===== config.mk =====
export PLATFORM = sky130hd
export DESIGN_NAME = sci_tx
export DESIGN_NICKNAME = d
export VERILOG_FILES = /design/src/verilog/sci_tx_pkg.sv /design/src/verilog/sci_tx.sv
export SDC_FILE = /design/constraint.sdc
export NUM_CORES = 1
export LEC_CHECK = 0
export ABC_AREA = 1
export BUFFER_PORTS_ARGS = -buffer_cell sky130_fd_sc_hd__buf_2
export CAP_MARGIN = 20
export CORE_UTILIZATION = 55
export DETAILED_ROUTE_END_ITERATION = 6
export PLACE_DENSITY_LB_ADDON = 0.2
export SLEW_MARGIN = 10
export SYNTH_ARGS = -nofsm -noshare
export SYNTH_HDL_FRONTEND = slang
export SYNTH_SLANG_ARGS = --single-unit

===== constraint.sdc =====
create_clock -name clock -period 2.8 [get_ports clock]
set_input_delay 0.28 -clock clock [delete_from_list [all_inputs] [get_ports clock]]
set_output_delay 0.28 -clock clock [all_outputs]
set_load 0.005 [all_outputs]

===== src/verilog/sci_tx_pkg.sv =====
// Package with register map, field positions, reset values and carrier types for the serial transmitter.
package sci_tx_pkg;

   // Register indices; each register is one word, so its byte address is four times the index.
   localparam logic [7:0] IDX_CONTROL_ONE = 8'h13;
   localparam logic [7:0] IDX_CONTROL_TWO = 8'h14;
   localparam logic [7:0] IDX_CONTROL_THREE = 8'h15;
   localparam logic [7:0] IDX_STATUS_ONE = 8'h16;
   localparam logic [7:0] IDX_STATUS_TWO = 8'h17;
   localparam logic [7:0] IDX_DATA_BUFFER = 8'h18;
   localparam logic [7:0] IDX_BAUD_RATE = 8'h19;
   // The spare word sits just after the baud rate register.
   localparam logic [7:0] IDX_RX_EVENT = 8'h1a;
   // Register byte addresses on the APB slave.
   localparam logic [7:0] ADDR_CONTROL_ONE = {IDX_CONTROL_ONE[5:0], 2'b00};
   localparam logic [7:0] ADDR_CONTROL_TWO = {IDX_CONTROL_TWO[5:0], 2'b00};
   localparam logic [7:0] ADDR_CONTROL_THREE = {IDX_CONTROL_THREE[5:0], 2'b00};
   localparam logic [7:0] ADDR_STATUS_ONE = {IDX_STATUS_ONE[5:0], 2'b00};
   localparam logic [7:0] ADDR_STATUS_TWO = {IDX_STATUS_TWO[5:0], 2'b00};
   localparam logic [7:0] ADDR_DATA_BUFFER = {IDX_DATA_BUFFER[5:0], 2'b00};
   localparam logic [7:0] ADDR_BAUD_RATE = {IDX_BAUD_RATE[5:0], 2'b00};
   localparam logic [7:0] ADDR_RX_EVENT = {IDX_RX_EVENT[5:0], 2'b00};

   // Field positions in control register one.
   localparam int C1_INVERT = 5;
   localparam int C1_ENABLE = 6;
   localparam int C1_LENGTH = 4;
   // Field positions in control register two.
   localparam int C2_EMPTY_IE = 7;
   localparam int C2_COMPLETE_IE = 6;
   localparam int C2_TX_ENABLE = 3;
   localparam int C2_BREAK = 0;
   // Field positions in control register three.
   localparam int C3_RX_NINTH = 7;
   localparam int C3_TX_NINTH = 6;
   // Field positions in status registers.
   localparam int S1_EMPTY = 7;
   localparam int S1_COMPLETE = 6;
   localparam int S1_RX_FULL = 5;
   localparam int S1_FRAMING = 1;
   localparam int S2_BREAK = 1;
   // Field position in the baud rate register.
   localparam int BR_EXT_BREAK = 6;

   // Reset values.
   localparam logic [7:0] RESET_CONTROL = 8'h00;
   localparam logic [7:0] RESET_STATUS_ONE = 8'hc0;

   // Bit period in receiver sample clocks, and the divider for one sample clock.
   localparam int SAMPLES_PER_BIT = 16;
   localparam logic [3:0] HALF_BIT_SAMPLES = 4'h8;
   localparam logic [7:0] SAMPLE_DIV_RESET = 8'h00;

   // Character kinds held in the shift register.
   typedef enum logic [1:0] {KIND_NONE, KIND_DATA, KIND_IDLE, KIND_BREAK} kind_t;

   // APB request carrier.
   typedef struct packed {
      logic sel;
      logic enable;
      logic write;
      logic [7:0] addr;
      logic [31:0] wdata;
   } apb_req_t;

endpackage


===== src/verilog/sci_tx.sv =====
// Serial transmitter with break and idle generation, received-break register effects and APB slave.
// How it works
// - Character length bit picks 8 or 9 data bits; ninth from tx_ninth_bit.
// - A transmission opens with an idle preamble before buffered data loads.
// - Data characters get a zero start bit first and a one stop bit last.
// - Buffer-empty flag sets when data moves into the shift register; may interrupt.
// - Line rests at idle level whenever no character is shifting.
// - Clearing module enable releases the transmit pin at once.
// - Send-break loads all-zero break characters sized by length and extended-break bits.
// - Breaks repeat while send-break holds; afterwards at least one one bit follows.
// - Received break is 10/11 zeros, or 11/12 with extended-break selected.
// - Received break sets framing, full and break flags, clears data and ninth bit.
// - Idle characters are all ones sized by the character length bit.
// - Clearing transmitter enable finishes the current character before idling.
// - Clearing then setting transmitter enable queues one idle character next.
// - Break followed directly by idle loses half a bit at its end.
// - Output inversion inverts every transmitted level.
// - Complete flag means buffer and shifter empty and no break or idle pending.
//
// Implementation choices: the APB interface to the registers and the register addresses.
`timescale 1ns/1ps
module sci_tx
   import sci_tx_pkg::*;
(
   input wire logic clock, // System clock, 40 MHz.
   input wire logic rst_n, // Asynchronous reset, active low.
   input wire logic psel, // APB select.
   input wire logic penable, // APB enable.
   input wire logic pwrite, // APB direction, high for write.
   input wire logic [7:0] paddr, // APB byte address.
   input wire logic [31:0] pwdata, // APB write data.
   output logic [31:0] prdata, // APB read data.
   output logic pready, // APB ready.
   output logic pslverr, // APB error for unmapped address.
   input wire logic [7:0] sample_div, // Clocks per receiver sample clock minus one.
   input wire logic rx_break_seen, // Pulse from the receiver when it sees a break.
   input wire logic [3:0] rx_zero_count_limit, // Unused by the transmitter path.
   output logic txd_out, // Transmit data level.
   output logic txd_oe, // High while the transmitter owns the pin.
   output logic tx_irq // Transmitter interrupt request.
);

   // Reset release through two flip-flops.
   logic rst_sync_a_ff;
   logic rst_sync_ff;
   always_ff @(posedge clock or negedge rst_n) begin
      if (!rst_n) begin
         rst_sync_a_ff <= 1'b0;
         rst_sync_ff <= 1'b0;
      end else begin
         rst_sync_a_ff <= 1'b1;
         rst_sync_ff <= rst_sync_a_ff;
      end
   end

   apb_req_t req;
   assign req = '{sel: psel, enable: penable, write: pwrite, addr: paddr, wdata: pwdata};

   logic [7:0] ctl_one_ff;
   logic [7:0] ctl_two_ff;
   logic tx_ninth_bit_ff;
   logic rx_ninth_bit_ff;
   logic [7:0] baud_rate_reg_ff;
   logic [7:0] data_buffer_reg_ff;
   logic [7:0] rx_data_ff;
   logic tx_buffer_empty_flag_ff;
   logic tx_complete_flag_ff;
   logic rx_full_flag_ff;
   logic framing_error_flag_ff;
   logic break_flag_ff;
   logic status_read_ff;
   logic idle_queued_ff;

   // Shifter state.
   logic [12:0] shift_ff;
   logic [3:0] bits_left_ff;
   kind_t kind_ff;
   logic [7:0] div_ff;
   logic [3:0] sample_ff;
   logic need_preamble_ff;
   logic need_one_ff;

   logic module_enable;
   logic transmitter_enable;
   logic send_break_bit;
   logic nine_bits;
   logic tx_output_invert;
   logic extended_break_select;
   assign module_enable = ctl_one_ff[C1_ENABLE];
   assign transmitter_enable = ctl_two_ff[C2_TX_ENABLE];
   assign send_break_bit = ctl_two_ff[C2_BREAK];
   assign nine_bits = ctl_one_ff[C1_LENGTH];
   assign tx_output_invert = ctl_one_ff[C1_INVERT];
   assign extended_break_select = baud_rate_reg_ff[BR_EXT_BREAK];

   logic acc;
   logic wr;
   logic rd;
   assign acc = req.sel && req.enable;
   assign wr = acc && req.write;
   assign rd = acc && !req.write;

   // Character length helpers: data frame and break lengths.
   function automatic logic [3:0] frame_bits(input logic nine);
      frame_bits = nine ? 4'hb : 4'ha;
   endfunction
   function automatic logic [3:0] break_bits(input logic nine, input logic ext);
      break_bits = frame_bits(nine) + (ext ? 4'h1 : 4'h0);
   endfunction

   // Bit and sample timing from the shared divider.
   logic sample_tick;
   logic bit_tick;
   logic half_tick;
   logic busy;
   assign sample_tick = (div_ff == sample_div);
   assign bit_tick = sample_tick && (sample_ff == 4'(SAMPLES_PER_BIT - 1));
   assign half_tick = sample_tick && (sample_ff == HALF_BIT_SAMPLES - 4'h1);
   assign busy = (kind_ff != KIND_NONE);

   logic last_bit;
   logic cut_break;
   assign last_bit = busy && (bits_left_ff == 4'h1);
   // A break whose successor is a queued idle ends half a bit early.
   assign cut_break = last_bit && (kind_ff == KIND_BREAK) && !send_break_bit
      && idle_queued_ff && half_tick;
   logic char_done;
   assign char_done = (last_bit && bit_tick) || cut_break;

   // The next character chosen when the shifter frees up.
   logic load_break;
   logic load_one;
   logic load_idle;
   logic load_data;
   logic can_load;
   assign can_load = module_enable && (!busy || char_done);
   // Breaks reload back to back; the trailing one only follows once send-break is clear.
   assign load_break = can_load && send_break_bit && !idle_queued_ff;
   assign load_one = can_load && !load_break && need_one_ff && !idle_queued_ff;
   assign load_idle = can_load && transmitter_enable && !load_break && !load_one
      && (need_preamble_ff || idle_queued_ff);
   assign load_data = can_load && transmitter_enable && !load_break && !load_one
      && !load_idle && !tx_buffer_empty_flag_ff;

   // Sample clock divider and sample position; restart with each new character.
   always_ff @(posedge clock or negedge rst_sync_ff) begin
      if (!rst_sync_ff) begin
         div_ff <= SAMPLE_DIV_RESET;
         sample_ff <= 4'h0;
      end else if (!busy || load_break || load_one || load_idle || load_data) begin
         div_ff <= SAMPLE_DIV_RESET;
         sample_ff <= 4'h0;
      end else begin
         div_ff <= sample_tick ? SAMPLE_DIV_RESET : div_ff + 8'h01;
         if (sample_tick) begin
            sample_ff <= sample_ff + 4'h1;
         end
      end
   end

   // Shift register and character kind.
   always_ff @(posedge clock or negedge rst_sync_ff) begin
      if (!rst_sync_ff) begin
         shift_ff <= '1;
         bits_left_ff <= 4'h0;
         kind_ff <= KIND_NONE;
      end else if (!module_enable) begin
         shift_ff <= '1;
         bits_left_ff <= 4'h0;
         kind_ff <= KIND_NONE;
      end else if (load_break) begin
         shift_ff <= '0;
         bits_left_ff <= break_bits(nine_bits, extended_break_select);
         kind_ff <= KIND_BREAK;
      end else if (load_one) begin
         shift_ff <= '1;
         bits_left_ff <= 4'h1;
         kind_ff <= KIND_IDLE;
      end else if (load_idle) begin
         shift_ff <= '1;
         bits_left_ff <= frame_bits(nine_bits);
         kind_ff <= KIND_IDLE;
      end else if (load_data) begin
         // Start bit in the low position, stop bit at the top of the frame.
         shift_ff <= nine_bits ? {3'b111, tx_ninth_bit_ff, data_buffer_reg_ff, 1'b0}
            : {3'b111, 1'b1, data_buffer_reg_ff, 1'b0};
         bits_left_ff <= frame_bits(nine_bits);
         kind_ff <= KIND_DATA;
      end else if (char_done) begin
         kind_ff <= KIND_NONE;
         bits_left_ff <= 4'h0;
         shift_ff <= '1;
      end else if (busy && bit_tick) begin
         shift_ff <= {1'b1, shift_ff[12:1]};
         bits_left_ff <= bits_left_ff - 4'h1;
      end
   end

   // Preamble, trailing one and queued idle bookkeeping.
   always_ff @(posedge clock or negedge rst_sync_ff) begin
      if (!rst_sync_ff) begin
         need_preamble_ff <= 1'b1;
         need_one_ff <= 1'b0;
         idle_queued_ff <= 1'b0;
      end else begin
         if (!module_enable || !transmitter_enable) begin
            need_preamble_ff <= 1'b1;
         end else if (load_idle) begin
            need_preamble_ff <= 1'b0;
         end
         if (load_break) begin
            need_one_ff <= 1'b1;
         end else if (load_one || load_idle || load_data) begin
            need_one_ff <= 1'b0;
         end
         if (!module_enable) begin
            idle_queued_ff <= 1'b0;
         end else if (busy && wr && req.addr == ADDR_CONTROL_TWO && !transmitter_enable
            && req.wdata[C2_TX_ENABLE]) begin
            idle_queued_ff <= 1'b1;
         end else if (load_idle) begin
            idle_queued_ff <= 1'b0;
         end
      end
   end

   // Control registers and transmit data buffer writes.
   always_ff @(posedge clock or negedge rst_sync_ff) begin
      if (!rst_sync_ff) begin
         ctl_one_ff <= RESET_CONTROL;
         ctl_two_ff <= RESET_CONTROL;
         baud_rate_reg_ff <= RESET_CONTROL;
         tx_ninth_bit_ff <= 1'b0;
         data_buffer_reg_ff <= 8'h00;
      end else if (wr) begin
         unique case (req.addr)
            ADDR_CONTROL_ONE: ctl_one_ff <= req.wdata[7:0];
            ADDR_CONTROL_TWO: ctl_two_ff <= req.wdata[7:0];
            ADDR_CONTROL_THREE: tx_ninth_bit_ff <= req.wdata[C3_TX_NINTH];
            ADDR_BAUD_RATE: baud_rate_reg_ff <= req.wdata[7:0];
            ADDR_DATA_BUFFER: data_buffer_reg_ff <= req.wdata[7:0];
            default: ;
         endcase
      end
   end

   // Empty flag: cleared by status read then data write; a transfer wins the same cycle.
   always_ff @(posedge clock or negedge rst_sync_ff) begin
      if (!rst_sync_ff) begin
         tx_buffer_empty_flag_ff <= RESET_STATUS_ONE[S1_EMPTY];
         status_read_ff <= 1'b0;
      end else begin
         if (rd && req.addr == ADDR_STATUS_ONE) begin
            status_read_ff <= 1'b1;
         end else if (wr && req.addr == ADDR_DATA_BUFFER) begin
            status_read_ff <= 1'b0;
         end
         if (load_data) begin
            tx_buffer_empty_flag_ff <= 1'b1;
         end else if (wr && req.addr == ADDR_DATA_BUFFER && status_read_ff) begin
            tx_buffer_empty_flag_ff <= 1'b0;
         end
      end
   end

   // Complete flag tracks idle shifter, empty buffer and nothing pending.
   always_ff @(posedge clock or negedge rst_sync_ff) begin
      if (!rst_sync_ff) begin
         tx_complete_flag_ff <= RESET_STATUS_ONE[S1_COMPLETE];
      end else begin
         tx_complete_flag_ff <= !busy && tx_buffer_empty_flag_ff && !send_break_bit
            && !idle_queued_ff && !need_one_ff;
      end
   end

   // Received break effects; a break wins over a clearing read in the same cycle.
   always_ff @(posedge clock or negedge rst_sync_ff) begin
      if (!rst_sync_ff) begin
         rx_full_flag_ff <= 1'b0;
         framing_error_flag_ff <= 1'b0;
         break_flag_ff <= 1'b0;
         rx_data_ff <= 8'h00;
         rx_ninth_bit_ff <= 1'b0;
      end else if (rx_break_seen) begin
         rx_full_flag_ff <= 1'b1;
         framing_error_flag_ff <= 1'b1;
         break_flag_ff <= 1'b1;
         rx_data_ff <= 8'h00;
         rx_ninth_bit_ff <= 1'b0;
      end else if (rd && req.addr == ADDR_DATA_BUFFER) begin
         rx_full_flag_ff <= 1'b0;
         framing_error_flag_ff <= 1'b0;
         break_flag_ff <= 1'b0;
      end
   end

   // Read data mux.
   logic [31:0] nxt_prdata;
   logic nxt_err;
   always_comb begin
      nxt_prdata = 32'h0000_0000;
      nxt_err = 1'b0;
      unique case (req.addr)
         ADDR_CONTROL_ONE: nxt_prdata[7:0] = ctl_one_ff;
         ADDR_CONTROL_TWO: nxt_prdata[7:0] = ctl_two_ff;
         ADDR_CONTROL_THREE: nxt_prdata[7:0] = {rx_ninth_bit_ff, tx_ninth_bit_ff, 6'h00};
         ADDR_STATUS_ONE: begin
            nxt_prdata[S1_EMPTY] = tx_buffer_empty_flag_ff;
            nxt_prdata[S1_COMPLETE] = tx_complete_flag_ff;
            nxt_prdata[S1_RX_FULL] = rx_full_flag_ff;
            nxt_prdata[S1_FRAMING] = framing_error_flag_ff;
         end
         ADDR_STATUS_TWO: nxt_prdata[S2_BREAK] = break_flag_ff;
         ADDR_DATA_BUFFER: nxt_prdata[7:0] = rx_data_ff;
         ADDR_BAUD_RATE: nxt_prdata[7:0] = baud_rate_reg_ff;
         ADDR_RX_EVENT: nxt_prdata[3:0] = rx_zero_count_limit;
         default: nxt_err = 1'b1;
      endcase
   end

   // APB answer: registered, no wait states per access.
   always_ff @(posedge clock or negedge rst_sync_ff) begin
      if (!rst_sync_ff) begin
         pready <= 1'b0;
         prdata <= 32'h0000_0000;
         pslverr <= 1'b0;
      end else begin
         pready <= req.sel && !req.enable;
         prdata <= nxt_prdata;
         pslverr <= req.sel && !req.enable && nxt_err;
      end
   end

   // Pin drive, inversion and interrupt request.
   always_ff @(posedge clock or negedge rst_sync_ff) begin
      if (!rst_sync_ff) begin
         txd_out <= 1'b1;
         txd_oe <= 1'b0;
         tx_irq <= 1'b0;
      end else begin
         txd_out <= (busy ? shift_ff[0] : 1'b1) ^ tx_output_invert;
         txd_oe <= module_enable;
         tx_irq <= (tx_buffer_empty_flag_ff && ctl_two_ff[C2_EMPTY_IE])
            || (tx_complete_flag_ff && ctl_two_ff[C2_COMPLETE_IE]);
      end
   end

endmodule // sci_tx


# ---- Word-level counts from Yosys, hierarchy flattened
# Cells that the tools add are included.
# Widths: inputs -> output; s select.
dict set report word_totals {
  reg_bits 86
  out_inout_bits 37
  elab_cells 169
}
dict set report classes {
  n_addsub 4
  n_eq_ne 16
  mux 46
  n_bitwise 1
  n_reduce_logical 77
}
# op n
set ops {}
lappend ops {{$mux 13} 7}
lappend ops {{$eq 8x7->1 const B} 8}
lappend ops {{$logic_and 1x1->1} 40}
lappend ops {{$mux 4} 9}
lappend ops {{$mux 1} 16}
lappend ops {{$mux 8} 2}
lappend ops {{$pmux 3 s5} 1}
lappend ops {{$reduce_bool 2->1} 7}
lappend ops {{$logic_not 1->1} 12}
lappend ops {{$mux 2} 6}
lappend ops {{$logic_or 1x1->1} 11}
lappend ops {{$mux 10} 1}
lappend ops {{$reduce_and 2->1} 5}
lappend ops {{$add 8x1->8 const B} 1}
lappend ops {{$eq 8x8->1} 1}
lappend ops {{$pmux 2 s4} 1}
lappend ops {{$reduce_or 8->1} 1}
lappend ops {{$ne 7x1->1 const B} 1}
lappend ops {{$ne 6x1->1 const B} 1}
lappend ops {{$pmux 1 s5} 1}
lappend ops {{$add 4x1->4} 1}
lappend ops {{$add 4x1->4 const B} 1}
lappend ops {{$eq 4x1->1 const B} 1}
lappend ops {{$eq 4x3->1 const B} 1}
lappend ops {{other kinds (8)} 8}

# ---- Longest topological paths before layout
dict set report depth {
  depth_word 26
  ltp_mapped 16
}

# ---- Least setup slack after synthesis
# OpenSTA, ideal clock, no wires.
dict set report synth_timing {
  kind {reg-to-reg}
  start {register bits_left_ff[1]}
  end {register bits_left_ff[0]}
  arrival_ns 1.771
  t_required_ns 2.683
  path_slack_ns 0.912
  stages_incl_launch_ff 13
  n_path_buf 0
  period_less_slack_ns 1.888
  path_cell_list {dfrtp_1 -> inv_1 -> ha_1 -> inv_1 -> nor2_1 -> nand2_1 -> nor2_2 -> nand3_2 -> a21oi_2 -> nand2_1 -> or2_2 -> nand3_1 -> nand2_1}
}
dict set report synth_between {
  elab_chain_cells 26
  word_cells_on_any_way 31
  classes_between {eq/ne (2); mux (6); reduce/logical (23)}
}
# element line_no
set synth_rtl {}
lappend synth_rtl {{from (decl)} sci_tx.sv:76} ;# logic [3:0] bits_left_ff;
lappend synth_rtl {{from (signal assigned)} sci_tx.sv:173} ;# bits_left_ff <= break_bits(nine_bits, extended_break_select);
lappend synth_rtl {{from (signal assigned)} sci_tx.sv:181} ;# bits_left_ff <= frame_bits(nine_bits);
lappend synth_rtl {{from (signal assigned)} sci_tx.sv:187} ;# bits_left_ff <= frame_bits(nine_bits);
lappend synth_rtl {{$eq 4x1->1 *} sci_tx.sv:123} ;# assign last_bit = busy && (bits_left_ff == 4'h1);
lappend synth_rtl {{$logic_and 1x1->1 *} sci_tx.sv:123}
lappend synth_rtl {{$logic_and 1x1->1 (2 in series)} sci_tx.sv:125} ;# assign cut_break = last_bit && (kind_ff == KIND_BREAK) && !send_break_bit
lappend synth_rtl {{$logic_and 1x1->1 (2 in series)} sci_tx.sv:126} ;# && idle_queued_ff && half_tick;
lappend synth_rtl {{$logic_or 1x1->1 *} sci_tx.sv:128} ;# assign char_done = (last_bit && bit_tick) || cut_break;
lappend synth_rtl {{$logic_or 1x1->1} sci_tx.sv:136} ;# assign can_load = module_enable && (!busy || char_done);
lappend synth_rtl {{$logic_and 1x1->1} sci_tx.sv:136}
lappend synth_rtl {{$logic_and 1x1->1 (2 in series)} sci_tx.sv:138} ;# assign load_break = can_load && send_break_bit && !idle_queued_ff;
lappend synth_rtl {{(+6 left out)} --}
lappend synth_rtl {{$logic_and 1x1->1} sci_tx.sv:141} ;# && (need_preamble_ff || idle_queued_ff);
lappend synth_rtl {{$logic_not 1->1} sci_tx.sv:143} ;# && !load_idle && !tx_buffer_empty_flag_ff;
lappend synth_rtl {{$logic_and 1x1->1 (2 in series)} sci_tx.sv:143}
lappend synth_rtl {{$mux 4} sci_tx.sv:183} ;# end else if (load_data) begin
lappend synth_rtl {{$mux 4} sci_tx.sv:179} ;# end else if (load_idle) begin
lappend synth_rtl {{$mux 4} sci_tx.sv:175} ;# end else if (load_one) begin
lappend synth_rtl {{$mux 4} sci_tx.sv:171} ;# end else if (load_break) begin
lappend synth_rtl {{$mux 4} sci_tx.sv:167} ;# end else if (!module_enable) begin
# Every way passes the cells marked *; elsewhere a longest branch is shown, timed or not.
# A chain may end at the register's enable or synchronous reset.

# ---- Worst setup path after layout
dict set report layout_timing {
  start {register bits_left_ff[1]}
  end {register shift_ff[7]}
}
dict set report layout_between {
  elab_chain_cells 26
  word_cells_on_any_way 31
  classes_between {eq/ne (2); mux (6); reduce/logical (23)}
}
# element line_no
set layout_rtl {}
lappend layout_rtl {{$eq 4x1->1 *} sci_tx.sv:123}
lappend layout_rtl {{$logic_and 1x1->1 *} sci_tx.sv:123}
lappend layout_rtl {{$logic_and 1x1->1 (2 in series)} sci_tx.sv:125}
lappend layout_rtl {{$logic_and 1x1->1 (2 in series)} sci_tx.sv:126}
lappend layout_rtl {{$logic_or 1x1->1 *} sci_tx.sv:128}
lappend layout_rtl {{$logic_or 1x1->1} sci_tx.sv:136}
lappend layout_rtl {{$logic_and 1x1->1} sci_tx.sv:136}
lappend layout_rtl {{$logic_and 1x1->1 (2 in series)} sci_tx.sv:138}
lappend layout_rtl {{(+6 left out)} --}
lappend layout_rtl {{$logic_and 1x1->1} sci_tx.sv:141}
lappend layout_rtl {{$logic_not 1->1} sci_tx.sv:143}
lappend layout_rtl {{$logic_and 1x1->1 (2 in series)} sci_tx.sv:143}
lappend layout_rtl {{$mux 13} sci_tx.sv:183}
lappend layout_rtl {{$mux 13} sci_tx.sv:179}
lappend layout_rtl {{$mux 13} sci_tx.sv:175}
lappend layout_rtl {{$mux 13} sci_tx.sv:171}
lappend layout_rtl {{$mux 13} sci_tx.sv:167}
lappend layout_rtl {{to (signal assigned)} sci_tx.sv:185} ;# shift_ff <= nine_bits ? {3'b111, tx_ninth_bit_ff, data_buffer_reg_ff, 1'b0}
lappend layout_rtl {{to (signal assigned)} sci_tx.sv:194} ;# shift_ff <= {1'b1, shift_ff[12:1]};
lappend layout_rtl {{to (decl)} sci_tx.sv:75} ;# logic [12:0] shift_ff;
# Marked as above.

==> results.sh <==
export IMPL_outcome="complete, no violations"
export IMPL_relSlewSlack_pct=57.42
export IMPL_slew_viol_final=0
export IMPL_viasPerCell=5.271
export IMPL_grt_use_total_pct=24.50
export IMPL_diodes=0
export IMPL_critPathLaunchType="flip-flop"
export IMPL_synth_area_top_cells="dfrtp_1 (38%), nand2_1 (14%), dfstp_2 (9.9%)"
export IMPL_io_buffers=46
export IMPL_yosys_area_top_type_share_pct=38.30
export IMPL_grt_use_met3_pct=2.956
export IMPL_p_seq_share_pct=55.5
export IMPL_dieArea_um2=8563
export IMPL_place_area_um2=4751
export IMPL_fillers=724
export IMPL_fin_worst_skew_ps=6.648
export IMPL_synth_fa_ha_area_share_pct=1.388
export IMPL_async_flop_share_pct=100.0
export IMPL_numCtsBuffers=9
export IMPL_finalSetupViolations=0
export IMPL_layout_drive_gt1_share_pct=17.92
export IMPL_fmax_mhz=427.2
export IMPL_synth_top_family_by_area="simple AND/OR/NAND/NOR gates"
export IMPL_cts_hold_buffers=1
export IMPL_die_h_um=92.54
export IMPL_cts_resized=0
export IMPL_ios=95
export IMPL_synth_area_um2=4508
export IMPL_p_sw_uw=537.9
export IMPL_period_share_pct=83.60
export IMPL_synth_xor_area_share_pct=1.749
export IMPL_post_cts_buffers=0
export IMPL_overflow=0
export IMPL_nets=672
export IMPL_syn_inst=556
export IMPL_grt_pass1_vias=3583
export IMPL_hp_class="in2reg"
export IMPL_clkPwrFrac_pct=38.4
export IMPL_start_util_pct=57.74
export IMPL_yosys_mux_area_fraction_pct=0
export IMPL_critical_path_required_ps=3100
export IMPL_whs_ps=121.7
export IMPL_grt_pass1_wl_um=16440
export IMPL_cts_tree="done"
export IMPL_yosysWarningCount=0
export IMPL_leakage_uw=0.002460
export IMPL_grt_max_degree=83
export IMPL_p_int_uw=1782
export IMPL_yosysTopAreaCell="dfrtp_1"
export IMPL_path_class="reg2reg"
export IMPL_clockBufferDepth=2
export IMPL_clk_latency_ps=350
export IMPL_hold_viol_final=0
export IMPL_drt_iter0_markers=226
export IMPL_use_met1_pct=33.28
export IMPL_ant_nets=0
export IMPL_rows=32
export IMPL_hpwl_um=6955
export IMPL_period_needed_ps=2341
export IMPL_numClockSinks=86
export IMPL_cap_violations=0
export IMPL_fin_area_um2=4991
export IMPL_synth_commonest_cells="nand2_1 (169), dfrtp_1 (69), inv_1 (65)"
export IMPL_wl_per_cell_um=13.35
export IMPL_ys_seq_area_share_pct=48.21
export IMPL_syn_to_final_growth_pct=10.71
export IMPL_cp_arrival_ps=2640
export IMPL_htreeDepth=3
export IMPL_cellPowerDensity_nw_per_um2=464.8
export IMPL_routed_wl_um=9562
export IMPL_tns_ps=0
export IMPL_grt_busiest_layer="met2"
export IMPL_ys_ff_latch=86
export IMPL_ys_flop_type="dfrtp_1"
export IMPL_antenna_found_initial=0
export IMPL_clk_pin_slew_worst_paths_ps=80
export IMPL_crit_path_end_kind="flip-flop"
export IMPL_synth_edf_count=0
export IMPL_rsz0062_at_grt="false"
export IMPL_vias=3774
export IMPL_gr_usage_met2_pct=40.12
export IMPL_synth_cell_types=44
export IMPL_synth_compound_area_share_pct=11.07
export IMPL_dr_pass1_iters=5
export IMPL_ir_drop_v=0.0002915
export IMPL_crit_path_max_fanout=11
export IMPL_p_comb_share_pct=6.1
export IMPL_avgSynthCellArea_um2=8.108
export IMPL_die_w_um=92.54
export IMPL_yosysMostFrequentCell="nand2_1"
export IMPL_core_region_area_um2=7807
export IMPL_netSwitchingFraction_pct=23.19
export IMPL_root_buffer="clkbuf_8"
export IMPL_tightest_slew_ps=632.8
export IMPL_gp_congestion=0.8760
export IMPL_drc=0
export IMPL_yosys_area_share_simple_pct=26.28
[worst max-delay path, stage by stage, from the launching register on]
cell	delay, ps
dfrtp_1	380
inv_1	90
ha_1	150
inv_1	40
nor2_1	170
nand2_1	90
nor2_2	130
nand3_2	190
a21oi_2	240
o21ai_2	130
nand3_2	100
nor2_2	60
nor2_2	330
nand2_1	110
nand2_1	80
[layer usage]
layer	wire [um]	share of wire, %	up-vias
met2	4515	47	123
met3	465	4.9	17
met4	144	1.5	0
met1	4437	46	1780
met5	0	0	-
li1	-	-	1854
[through the flow]
| step | std cells | total power [uW] | util, % | setup WS, ps |
|---|---|---|---|---|
| floorplan | 579 | 1415 | - | 257.0 |
| global placement | 698 | 1442 | 60.85 | 550.9 |
| detailed placement | 698 | 1447 | 60.85 | 479.9 |
| CTS | 715 | 2335 | 63.57 | 453.8 |
| global route | 716 | 2414 | 63.93 | 163.0 |
| finish | 716 | 2320 | 63.93 | 459.1 |
[cell type report]
class                      count  area [um^2]  area share, %
clock buffer                  13        158.9          3.184
clock inverter                 3        43.79         0.8774
inverter                      71        266.5          5.340
multi-input combinational    389         1919          38.46
sequential                    86         2177          43.62
tap                          102        127.6          2.557
timing repair buffer          52        297.8          5.966
[sequential cells by signal, indices dropped and copies added (netlist names), 2 cells and up]
register	cells
shift_ff	13
div_ff	8
prdata	8
sample_ff	4
kind_ff	2
bits_left_ff	4
ctl_two_ff	8
baud_rate_reg_ff	8
ctl_one_ff	8
data_buffer_reg_ff	8
[power by group through the flow]
stage	Sequential, uW	Clock [uW]	Combinational, uW
detailed placement	1330	0	119
CTS	1300	911	120
global route	1290	958	164
global placement	1330	0	115
floorplan	1320	0	96.5
finish	1290	891	141
[cells in the final DEF, fill, tap and decap left out, types with 5 or more instances in the layout]
cell      instances
buf_2            46
dfstp_2          17
clkbuf_8         11
ha_1              5
inv_2             5
inv_1            65
o21ai_0          51
nand4_1          18
nor3_1           12
conb_1           25
nand3_1          19
dfrtp_1          68
a21oi_1           5
nor2_2            6
xor2_1            5
nor2_1           33
nand2_1         169
[cell families (layout without fill, tap and decap cells)]
group | count (synthesis) | count (layout)
simple gates | 271 | 271
buf+inv | 104 | 139
flops | 86 | 86
compound gates | 79 | 79
xor+xnor | 9 | 9
fa+ha+maj | 5 | 5
other cells | 2 | 25
[final timing paths]
check / cells after the start / startpoint / slack, ps / end
hold / removal: 2 / rx_break_seen / 120 / break_flag_ff
hold reg to reg: 0 / rst_sync_ff / 210 / bits_left_ff[0]
min in group asynchronous: 0 / rst_sync_ff / 210 / bits_left_ff[0]
max in group asynchronous: 1 / rst_sync_ff / 1970 / shift_ff[0]
setup / recovery: 14 / bits_left_ff[1] / 460 / shift_ff[7]
setup reg to reg: 14 / bits_left_ff[1] / 460 / shift_ff[7]
(Power assumes the default switching activity.)
